--- config.mk ---
export PLATFORM = sky130hd
export DESIGN_NAME = sadc_ctrl
export DESIGN_NICKNAME = d
export VERILOG_FILES = /design/src/core/sadc_pkg.sv /design/src/core/sadc_clkdiv.sv /design/src/core/sadc_ctrl.sv
export SDC_FILE = /design/constraint.sdc
export NUM_CORES = 1
export LEC_CHECK = 0
export BUFFER_PORTS_ARGS = -buffer_cell sky130_fd_sc_hd__buf_2
export CELL_PAD_IN_SITES_DETAIL_PLACEMENT = 1
export CELL_PAD_IN_SITES_GLOBAL_PLACEMENT = 2
export CORE_UTILIZATION = 35
export CTS_CLUSTER_DIAMETER = 50
export DETAILED_ROUTE_END_ITERATION = 8
export PLACE_DENSITY = 0.86
export REMOVE_ABC_BUFFERS = 1
export SLEW_MARGIN = 20
export SYNTH_ARGS = -nofsm -noshare
export SYNTH_HDL_FRONTEND = slang
export SYNTH_HIERARCHICAL = 1
export SYNTH_SLANG_ARGS = --single-unit
--- constraint.sdc ---
create_clock -name clk -period 3.45 [get_ports clk]
set_clock_uncertainty 0.1 [all_clocks]
set_input_delay 0.345 -clock clk [delete_from_list [all_inputs] [get_ports clk]]
set_output_delay 0.345 -clock clk [all_outputs]
set_load 0.05 [all_outputs]
--- src/core/sadc_pkg.sv ---
`default_nettype none

package sadc_pkg;

    // Register byte offsets on the bus, one aligned word each.
    localparam logic [7:0] OFS_SCR  = 8'h00;
    localparam logic [7:0] OFS_HIGH = 8'h04;
    localparam logic [7:0] OFS_LOW  = 8'h08;
    localparam logic [7:0] OFS_CLK  = 8'h0C;

    // Fields of conv_status_control.
    localparam int SCR_FLAG = 7;
    localparam int SCR_IEN  = 6;
    localparam int SCR_CONT = 5;
    localparam int CH_HI    = 4;

    // Fields of conv_clock_format.
    localparam int CLK_DIV_HI = 7;
    localparam int CLK_DIV_LO = 5;
    localparam int CLK_SRC    = 4;
    localparam int CLK_MODE_HI = 3;
    localparam int CLK_MODE_LO = 2;

    // Reset values: converter off, crystal source, divide by one, right justified.
    localparam logic [7:0] SCR_RESET = 8'h1F;
    localparam logic [7:0] CLK_RESET = 8'h04;

    // Channel codes of note.
    localparam logic [4:0] CH_POWER_OFF = 5'h1F;
    localparam logic [4:0] CH_HIGH_REF  = 5'h1D;
    localparam logic [4:0] CH_GROUND    = 5'h1E;
    localparam logic [4:0] CH_FACTORY   = 5'h1B;

    // Result formats of the justification field.
    localparam logic [1:0] MODE_TRUNC  = 2'h0;
    localparam logic [1:0] MODE_RIGHT  = 2'h1;
    localparam logic [1:0] MODE_LEFT   = 2'h2;
    localparam logic [1:0] MODE_SIGNED = 2'h3;

    // Sampling ticks, the first of them partial, then one tick per result bit.
    localparam int          RES_BITS     = 10;
    localparam logic [3:0]  SAMPLE_TICKS = 4'h7;
    localparam logic [3:0]  MSB_INDEX    = 4'h9;

    // Converter sequencer, Gray coded along idle, sample, convert, done.
    typedef enum logic [1:0] {
        SADC_IDLE    = 2'h0,
        SADC_SAMPLE  = 2'h1,
        SADC_CONVERT = 2'h3,
        SADC_DONE    = 2'h2
    } sadc_state_t;

endpackage : sadc_pkg

`default_nettype wire

--- src/core/sadc_clkdiv.sv ---
`default_nettype none

module sadc_clkdiv
    import sadc_pkg::*;
(
    input  wire logic       clk,             // Bus clock.
    input  wire logic       rst_n,           // Asynchronous reset, active low.
    input  wire logic       crystal_clock,   // Crystal clock level, synchronous sample.
    input  wire logic       input_clock_select, // 1 bus clock, 0 crystal clock.
    input  wire logic [2:0] clock_prescaler, // Divide ratio code.
    output logic            conv_tick        // One-cycle pulse per converter clock.
);

    typedef struct packed {
        logic       xtal_prev;
        logic [3:0] cnt;
        logic       tick;
    } sadc_div_t;

    sadc_div_t s;
    sadc_div_t next_s;

    // Terminal count for each prescaler code; the top bit forces divide by 16.
    function automatic logic [3:0] div_last(input logic [2:0] code);
        if (code[2])
            return 4'hF;
        else if (code == 3'h3)
            return 4'h7;
        else if (code == 3'h2)
            return 4'h3;
        else if (code == 3'h1)
            return 4'h1;
        else
            return 4'h0;
    endfunction : div_last

    // Input ticks come from every bus cycle or from each crystal rising edge.
    always_comb
    begin
        logic in_tick;
        in_tick = input_clock_select | (crystal_clock & ~s.xtal_prev);
        next_s = s;
        next_s.xtal_prev = crystal_clock;
        next_s.tick = 1'b0;
        if (in_tick)
        begin
            if (s.cnt >= div_last(clock_prescaler))
            begin
                next_s.cnt = 4'h0;
                next_s.tick = 1'b1;
            end
            else
            begin
                next_s.cnt = s.cnt + 4'h1;
            end
        end
    end

    always_ff @(posedge clk or negedge rst_n)
    begin
        if (!rst_n)
            s <= '0;
        else
            s <= next_s;
    end

    assign conv_tick = s.tick;
endmodule : sadc_clkdiv

`default_nettype wire

--- src/core/sadc_ctrl.sv ---
// The placing of the registers and the Wishbone register port are this design's own decisions.
`default_nettype none

module sadc_ctrl
    import sadc_pkg::*;
(
    input  wire logic        clk,            // Bus clock, 40 MHz.
    input  wire logic        rst_n,          // Asynchronous reset, active low.
    input  wire logic        wb_cyc_i,       // Wishbone cycle.
    input  wire logic        wb_stb_i,       // Wishbone strobe.
    input  wire logic        wb_we_i,        // Wishbone write enable.
    input  wire logic [7:0]  wb_adr_i,       // Wishbone byte address.
    input  wire logic [3:0]  wb_sel_i,       // Wishbone byte enables.
    input  wire logic [31:0] wb_dat_i,       // Wishbone write data.
    output logic [31:0]      wb_dat_o,       // Wishbone read data.
    output logic             wb_ack_o,       // Wishbone acknowledge.
    input  wire logic        crystal_clock,  // Crystal clock level.
    input  wire logic        comp_in,        // Comparator: input at or above trial code.
    output logic [9:0]       dac_code,       // Trial code to the analog core.
    output logic [4:0]       sample_channel, // Channel routed to the analog core.
    output logic             sample_enable,  // Analog core is sampling.
    output logic             power_off,      // Analog core powered down.
    output logic             conv_irq        // Conversion interrupt request, high.
);

    typedef struct packed {
        logic [31:0]  rdata;
        logic         ack;
        logic [7:0]   scr;
        logic [7:0]   clkfmt;
        logic [7:0]   res_high;
        logic [7:0]   res_low;
        logic         frozen;
        logic         first_seen;
        logic         irq;
        sadc_state_t  state;
        logic [3:0]   cnt;
        logic [3:0]   bit_idx;
        logic [9:0]   trial;
        logic         sampling;
        logic         off;
    } sadc_ctrl_t;

    sadc_ctrl_t s;
    sadc_ctrl_t next_s;
    logic       conv_tick;
    logic       done_ev;
    logic       wr_scr;
    logic       rd_high;
    logic       rd_low;

    // Register index of a byte address; 0 means unmapped.
    function automatic logic [2:0] reg_sel(input logic [7:0] adr);
        if (adr == OFS_SCR)
            return 3'h1;
        else if (adr == OFS_HIGH)
            return 3'h2;
        else if (adr == OFS_LOW)
            return 3'h3;
        else if (adr == OFS_CLK)
            return 3'h4;
        else
            return 3'h0;
    endfunction : reg_sel

    sadc_clkdiv u_div (
        .clk                (clk),
        .rst_n              (rst_n),
        .crystal_clock      (crystal_clock),
        .input_clock_select (s.clkfmt[CLK_SRC]),
        .clock_prescaler    (s.clkfmt[CLK_DIV_HI:CLK_DIV_LO]),
        .conv_tick          (conv_tick)
    );

    // Bus decode; a request is taken on the edge where it is seen without ack.
    always_comb
    begin
        logic take;
        take = wb_cyc_i & wb_stb_i & ~s.ack;
        wr_scr = take & wb_we_i & wb_sel_i[0] & (reg_sel(wb_adr_i) == 3'h1);
        rd_high = take & ~wb_we_i & (reg_sel(wb_adr_i) == 3'h2);
        rd_low = take & ~wb_we_i & (reg_sel(wb_adr_i) == 3'h3);
    end

    assign done_ev = (s.state == SADC_DONE) & ~wr_scr;

    // Whole next state. Bus clears come before conversion sets so a completion
    // landing on a data read still raises the flag or interrupt; a control write aborts the
    // conversion, so its own completion is dropped along with it.
    always_comb
    begin
        logic       take;
        logic [9:0] r;
        logic [4:0] ch;
        take = wb_cyc_i & wb_stb_i & ~s.ack;
        r = s.trial;
        ch = wb_dat_i[CH_HI:0];
        next_s = s;
        next_s.ack = take;
        next_s.rdata = '0;

        // Read data and its side effects.
        if (take && !wb_we_i)
        begin
            if (reg_sel(wb_adr_i) == 3'h1)
                next_s.rdata[7:0] = s.scr;
            else if (reg_sel(wb_adr_i) == 3'h2)
                next_s.rdata[7:0] = s.res_high;
            else if (reg_sel(wb_adr_i) == 3'h3)
                next_s.rdata[7:0] = s.res_low;
            else if (reg_sel(wb_adr_i) == 3'h4)
                next_s.rdata[7:0] = s.clkfmt;
        end
        if (rd_high || rd_low)
        begin
            next_s.irq = 1'b0;
            if (!s.scr[SCR_IEN])
                next_s.scr[SCR_FLAG] = 1'b0;
        end
        if (rd_high && s.clkfmt[CLK_MODE_HI:CLK_MODE_LO] != MODE_TRUNC)
            next_s.frozen = 1'b1;
        if (rd_low)
            next_s.frozen = 1'b0;

        // Clock and format register is plain read and write.
        if (take && wb_we_i && wb_sel_i[0] && reg_sel(wb_adr_i) == 3'h4)
            next_s.clkfmt = wb_dat_i[7:0];

        if (wr_scr)
        begin
            next_s.scr[SCR_IEN:0] = wb_dat_i[SCR_IEN:0];
            // With interrupts on, the flag takes the written value.
            next_s.scr[SCR_FLAG] = wb_dat_i[SCR_IEN] & wb_dat_i[SCR_FLAG];
            next_s.irq = 1'b0;
            next_s.first_seen = 1'b0;
            next_s.cnt = 4'h0;
            next_s.trial = '0;
            if (ch == CH_POWER_OFF)
                next_s.state = SADC_IDLE;
            else
                next_s.state = SADC_SAMPLE;
        end
        else
        begin
            case (s.state)
                SADC_IDLE:
                begin
                    next_s.cnt = 4'h0;
                end
                SADC_SAMPLE:
                begin
                    // The first tick ends a partial cycle left by the write.
                    if (conv_tick)
                    begin
                        if (s.cnt == SAMPLE_TICKS - 4'h1)
                        begin
                            next_s.state = SADC_CONVERT;
                            next_s.bit_idx = MSB_INDEX;
                            next_s.trial = 10'h200;
                            next_s.cnt = 4'h0;
                        end
                        else
                        begin
                            next_s.cnt = s.cnt + 4'h1;
                        end
                    end
                end
                SADC_CONVERT:
                begin
                    // Keep or drop the trial bit, then try the next lower one.
                    if (conv_tick)
                    begin
                        next_s.trial[s.bit_idx] = comp_in;
                        if (s.bit_idx == 4'h0)
                            next_s.state = SADC_DONE;
                        else
                        begin
                            next_s.bit_idx = s.bit_idx - 4'h1;
                            next_s.trial[s.bit_idx - 4'h1] = 1'b1;
                        end
                    end
                end
                SADC_DONE:
                begin
                    // Results are dropped while result_low is frozen.
                    if (!s.frozen)
                    begin
                        case (s.clkfmt[CLK_MODE_HI:CLK_MODE_LO])
                            MODE_TRUNC:
                            begin
                                next_s.res_high = 8'h00;
                                next_s.res_low = r[9:2];
                            end
                            MODE_RIGHT:
                            begin
                                next_s.res_high = {6'h00, r[9:8]};
                                next_s.res_low = r[7:0];
                            end
                            MODE_LEFT:
                            begin
                                next_s.res_high = r[9:2];
                                next_s.res_low = {r[1:0], 6'h00};
                            end
                            default:
                            begin
                                next_s.res_high = {~r[9], r[8:2]};
                                next_s.res_low = {r[1:0], 6'h00};
                            end
                        endcase
                    end
                    if (s.scr[SCR_IEN])
                        next_s.irq = 1'b1;
                    else if (!s.scr[SCR_CONT] || !s.first_seen)
                        next_s.scr[SCR_FLAG] = 1'b1;
                    next_s.first_seen = 1'b1;
                    next_s.trial = '0;
                    if (s.scr[SCR_CONT])
                        next_s.state = SADC_SAMPLE;
                    else
                        next_s.state = SADC_IDLE;
                end
                default:
                begin
                    next_s.state = SADC_IDLE;
                end
            endcase
        end

        // Analog-side controls follow the next state so they leave flip-flops.
        next_s.off = (next_s.scr[CH_HI:0] == CH_POWER_OFF);
        next_s.sampling = (next_s.state == SADC_SAMPLE);
    end

    always_ff @(posedge clk or negedge rst_n)
    begin
        if (!rst_n)
        begin
            s <= '0;
            s.scr <= SCR_RESET;
            s.clkfmt <= CLK_RESET;
            s.off <= 1'b1;
            s.state <= SADC_IDLE;
        end
        else
        begin
            s <= next_s;
        end
    end

    // Outputs straight from the state register.
    assign wb_dat_o = s.rdata;
    assign wb_ack_o = s.ack;
    assign dac_code = s.trial;
    assign sample_channel = s.scr[CH_HI:0];
    assign sample_enable = s.sampling;
    assign power_off = s.off;
    assign conv_irq = s.irq;
endmodule : sadc_ctrl

`default_nettype wire

# Word level (Yosys, flattened, before mapping)
# Cells that the tools add are included.
# classes
bitwise,18
reduce_logical,26
n_lt_le_gt_ge,5
eq_ne,30
n_mux,61
addsub,3
# ops
op,count
$mux W8,6
$pmux W16 S3,1
$mux W14,3
$mux W3,14
$pmux W10 S3,1
$mux W4,6
$mux W20,1
$eq A3 B2 Y1 const B,6
$mux W1,17
$eq A8 B4 Y1 const B,2
$pmux W4 S2,2
$and A1 B1 Y1,10
$bwmux W10,1
$eq A5 B5 Y1 const B,2
$lt A4 B5 Y1 const B,2
$mux W10,1
$or A10 B10 Y10,1
$eq A3 B1 Y1 const B,3
$add A4 B1 Y4 const B,2
$demux W1 S4,2
$eq A8 B3 Y1 const B,1
$ge A4 B1 Y1 const B,2
$logic_not A8 Y1,1
$mux W2,4
26 further kinds,52
# totals
inputBits,51
word_cells,162
out_inout_bits,51
reg_bits,72

# Logic depth before layout (Yosys ltp)
# logic_depth
ltp_word,24
ltp_mapped,7

# Hierarchy
# The synthesis kept the hierarchy.
# modules_own_cells
module,seq_area_each_um2,area_each_um2,instances,cells_per_inst
sadc_ctrl,1660.3,3739.8,1,383
sadc_clkdiv,150.1,364.1,1,39

# Worst setup path before layout
# OpenSTA, ideal clock, no wires.
# synth_timing
path_type,register to register
startpoint,"reg s, in the netlist wb_ack_o"
endpoint,reg s[31] (netlist name)
stages_incl_launch_ff,7
setup_time_ns,0.125
setup_slack_ns,1.386
arrival_ns,1.839
required_ns,3.225
synth_period_minus_slack_ns,2.064
path_cell_list,dfrtp_1 -> and3b_1 -> clkbuf_1 -> nand4_1 -> nand3_2 -> buf_6 -> mux2_2
# synth_lines
item,line,text
start: declaration,sadc_ctrl.sv:44,sadc_ctrl_t s;
start signal: assignment,sadc_ctrl.sv:246,s <= next_s;

# Worst setup path after layout
# layout_timing
startpoint,"reg s, in the netlist wb_ack_o"
endpoint,reg s[28] (netlist name)
# layout_between
elab_chain_len,7
# layout_lines
item,line,text
$not A1 Y1,sadc_ctrl.sv:79,take = wb_cyc_i & wb_stb_i & ~s.ack;
$and A1 B1 Y1,sadc_ctrl.sv:79,
$and A1 B1 Y1 (3 in a row),sadc_ctrl.sv:80,wr_scr = take & wb_we_i & wb_sel_i[0] & (reg_sel(wb_adr_i) == 3'h1);
$not A1 Y1 (no source line),n/a,
$reduce_and A3 Y1 (no source line),n/a,
# Every way passes these cells.
# A chain may end at the register's enable or synchronous reset.

==> summary.txt <==
Clocking
  – Post-CTS resize count: 0
  – Clock buffer depth: 2
  – Clk sinks: 72
  – Post-CTS Setup Inserts: 0
  – Skew-Pair Late Insertion Delay: 0.33 ns
  – CTS Buf Count: 9
  – CTS HTree Levels: 3
  – Clk slew on worst S/H paths: 0.06 ns
  – Hold-fix buffers at CTS: 0
  – CTS root buffer: clkbuf_16
  – CTS tree: built

Floorplanning
  – Die H: 110 um
  – Initial core utilization: 0.359
  – Core area: 11400 um2
  – # rows: 39
  – Die area: 12200 um2
  – Top Ports: 102
  – Die span in x: 110 um

Logic synthesis
  – Count leader, synth: dfrtp_1
  – Top area cells in the synthesized netlist: dfrtp_1 (40%), buf_4 (8.6%), mux2_2 (4.9%), nand2_1 (4.8%), dfstp_2 (4.5%)
  – Yosys top cell area share: 0.396
  – Cell area after synthesis: 4100 um2
  – Async S/R FF share, synth: 1.00
  – Yosys cell types: 64
  – Top FF cell, synth: dfrtp_1
  – Synthesized flop and latch total: 72
  – Synth warn: 6
  – Post-synth EDFFs: 0
  – Post-synthesis sequential area ratio: 0.441
  – Avg Inst Size Synth: 9.72 um2
  – Cells after Synth: 422
  – Synth top cells by count: dfrtp_1 (65), nand2_1 (52), buf_4 (47)
  – Synth area leader: dfrtp_1

Power and ir drop
  – Clock Power Share: 0.331
  – Peak supply drop: 0.000280 V
  – Gate power share: 0.273
  – Pint: 1.89 mW
  – Pwr per Cell Area: 673 nW/um2
  – Leak: 2.14 nW
  – Sw Share: 0.380
  – Tot Pwr: 3.05 mW
  – Seq pwr share: 0.396
  – Net Switching: 1.16 mW

STA
  – Worst-margin pin slew: 0.772 ns
  – Final period util: 0.647
  – RSZ-0062 raised after global routing: false
  – Fmax achieved: 448 MHz
  – Final worst hold slack: -0.0137 ns
  – Post-route setup TNS: 0 ns
  – Max-slew headroom: 0.485
  – Fin crit period: 2.23 ns
  – Final setup viols: 0
  – Hold Vio Cnt, Final: 25
  – Max-slew violation count: 0

Cells and area
  – Area Overhead vs Synth: 10.6%
  – Sequential cell area: 1810 um2
  – Number of diodes: 0
  – Area occupied by multi-input gates: 1880 um2
  – Post-layout nets: 503
  – Fraction of final layout cells sized beyond drive strength 1: 0.240
  – Filler cell count in the final layout: 1332

Critical path
  – Worst Path Required: 3.57 ns
  – Type of element capturing the critical path: flip-flop
  – R2R depth: 4
  – Crit path max fanout: 16
  – CP Class: flip-flop to flip-flop
  – Worst Path Arrival: 2.35 ns
  – CP Launch Type: flip-flop

Global routing
  – GRT busiest layer: met2
  – First-pass GRT wire length: 17000 um
  – Routing usage on met3: 0.0394
  – M2 GR Usage: 0.310
  – Grt met1 use: 0.234
  – Vias in the first global route: 3323
  – Grt ovf: 0
  – Largest net degree at the start of global routing: 34
  – Total Routing Usage GR: 0.185
  – Initial antenna violation count: 0

Hold path
  – HP Class: primary input to async pin

Placement
  – I/O Buffers: 50
  – RD Place Congestion: 0.766
  – Final HPWL DP: 7340 um

Run
  – Max-cap violations: 0

Status
  – Failing checks: negative hold slack
  – Status: finished, violations left

Drt
  – Starting DRT DRC Count: 180
  – Drt pass-1 iters: 6
  – Routed Antenna Nets: 0
  – Drt drc: 0
  – Via count: 3161
  – DRT Wirelength: 10300 um
  – Routed wire per std cell: 17.4 um
  – Via density: 5.33
-- metrics by stage --
stage / std cells / util / setup slack [ns] / instance area [um2]
global route: 593 / 0.397 / 1.06 / 4540
detailed placement: 577 / 0.369 / 0.932 / 4220
floorplan: 380 / - / 0.936 / 3760
global placement: 577 / 0.369 / 0.963 / 4220
finish: 593 / 0.397 / 1.22 / 4540
CTS: 593 / 0.397 / 1.20 / 4540
-- power by group through the flow --
stage | combinational, mW | clock (mW) | sequential (mW)
3_3_place_gp | 0.806 | 0 | 1.21
5_1_grt | 0.932 | 1.06 | 1.23
4_1_cts | 0.840 | 1.02 | 1.20
2_1_floorplan | 0.468 | 0 | 1.31
6_report | 0.834 | 1.01 | 1.21
3_5_place_dp | 0.836 | 0 | 1.22
-- sequential cells by signal, indices dropped and copies added (netlist names) --
name / count
wb_dat_o: 8
u_div/conv_tick: 1
conv_irq: 1
wb_ack_o: 1
power_off: 1
s: 39
sample_channel: 5
sample_enable: 1
dac_code: 10
u_div/s: 5
-- path summary, 6_finish.rpt --
check,start,slack [ns],end
min in group clk,crystal_clock,0.03,u_div/s[5]
setup reg to reg,wb_ack_o,1.22,s[28]
setup / recovery,wb_ack_o,1.22,s[28]
max in group asynchronous,rst_n,2.40,s[43]
hold / removal,rst_n,-0.01,wb_ack_o
hold reg to reg,sample_channel[1],0.38,sample_channel[1]
-- metal layers --
layer | routed length [um] | up-vias
met5 | 0 | -
met4 | 210 | 0
met3 | 435 | 17
met2 | 4970 | 86
met1 | 4700 | 1581
li1 | - | 1477
-- kinds of logic (layout without fill, tap and decap cells) --
kind of cell	count (synthesis)	count (layout)	share of synthesized area
buffers and inverters	82	87	0.121
xor gates and xnor gates	2	2	0.00427
DFF	72	72	0.441
muxes	36	36	0.0933
and+or+nand+nor	137	137	0.175
adders and majority gates	7	7	0.0213
other	1	24	0.000914
AOI/OAI and AO/OA	85	85	0.143
-- cell type report --
cell class	instances	share of cell area
multi-input cells	291	0.415
flip-flops and latches	72	0.399
repair buffers	54	0.0618
clock buffers	9	0.0496
well taps	143	0.0394
clock inverters	7	0.0212
inverters	17	0.0141
-- cell usage in the layout (no fill, tap or decap), types with 4 or more instances in the layout --
cell,netlist,final
buf_2,4,50
dfrtp_1,65,65
buf_4,47,4
a32o_1,4,4
nand2_1,52,52
a21oi_1,24,24
clkbuf_16,0,9
nor3_1,8,8
conb_1,1,24
o22ai_1,4,4
mux2i_1,18,18
nor2_1,31,31
o221ai_1,11,11
o21ai_0,11,11
nor3b_1,4,4
dfstp_2,7,7
mux2_2,18,18
ha_1,7,7
o211ai_1,7,7
inv_1,17,17
nand3_1,5,5
nand2b_1,5,5
-- critical path, cell delays in order (launching register included) --
cell	delay (ns)
dfrtp_1	0.37
and3b_1	0.32
nand4_1	0.39
nand3_2	0.53
mux2_2	0.40
(Power assumes the default switching activity.)
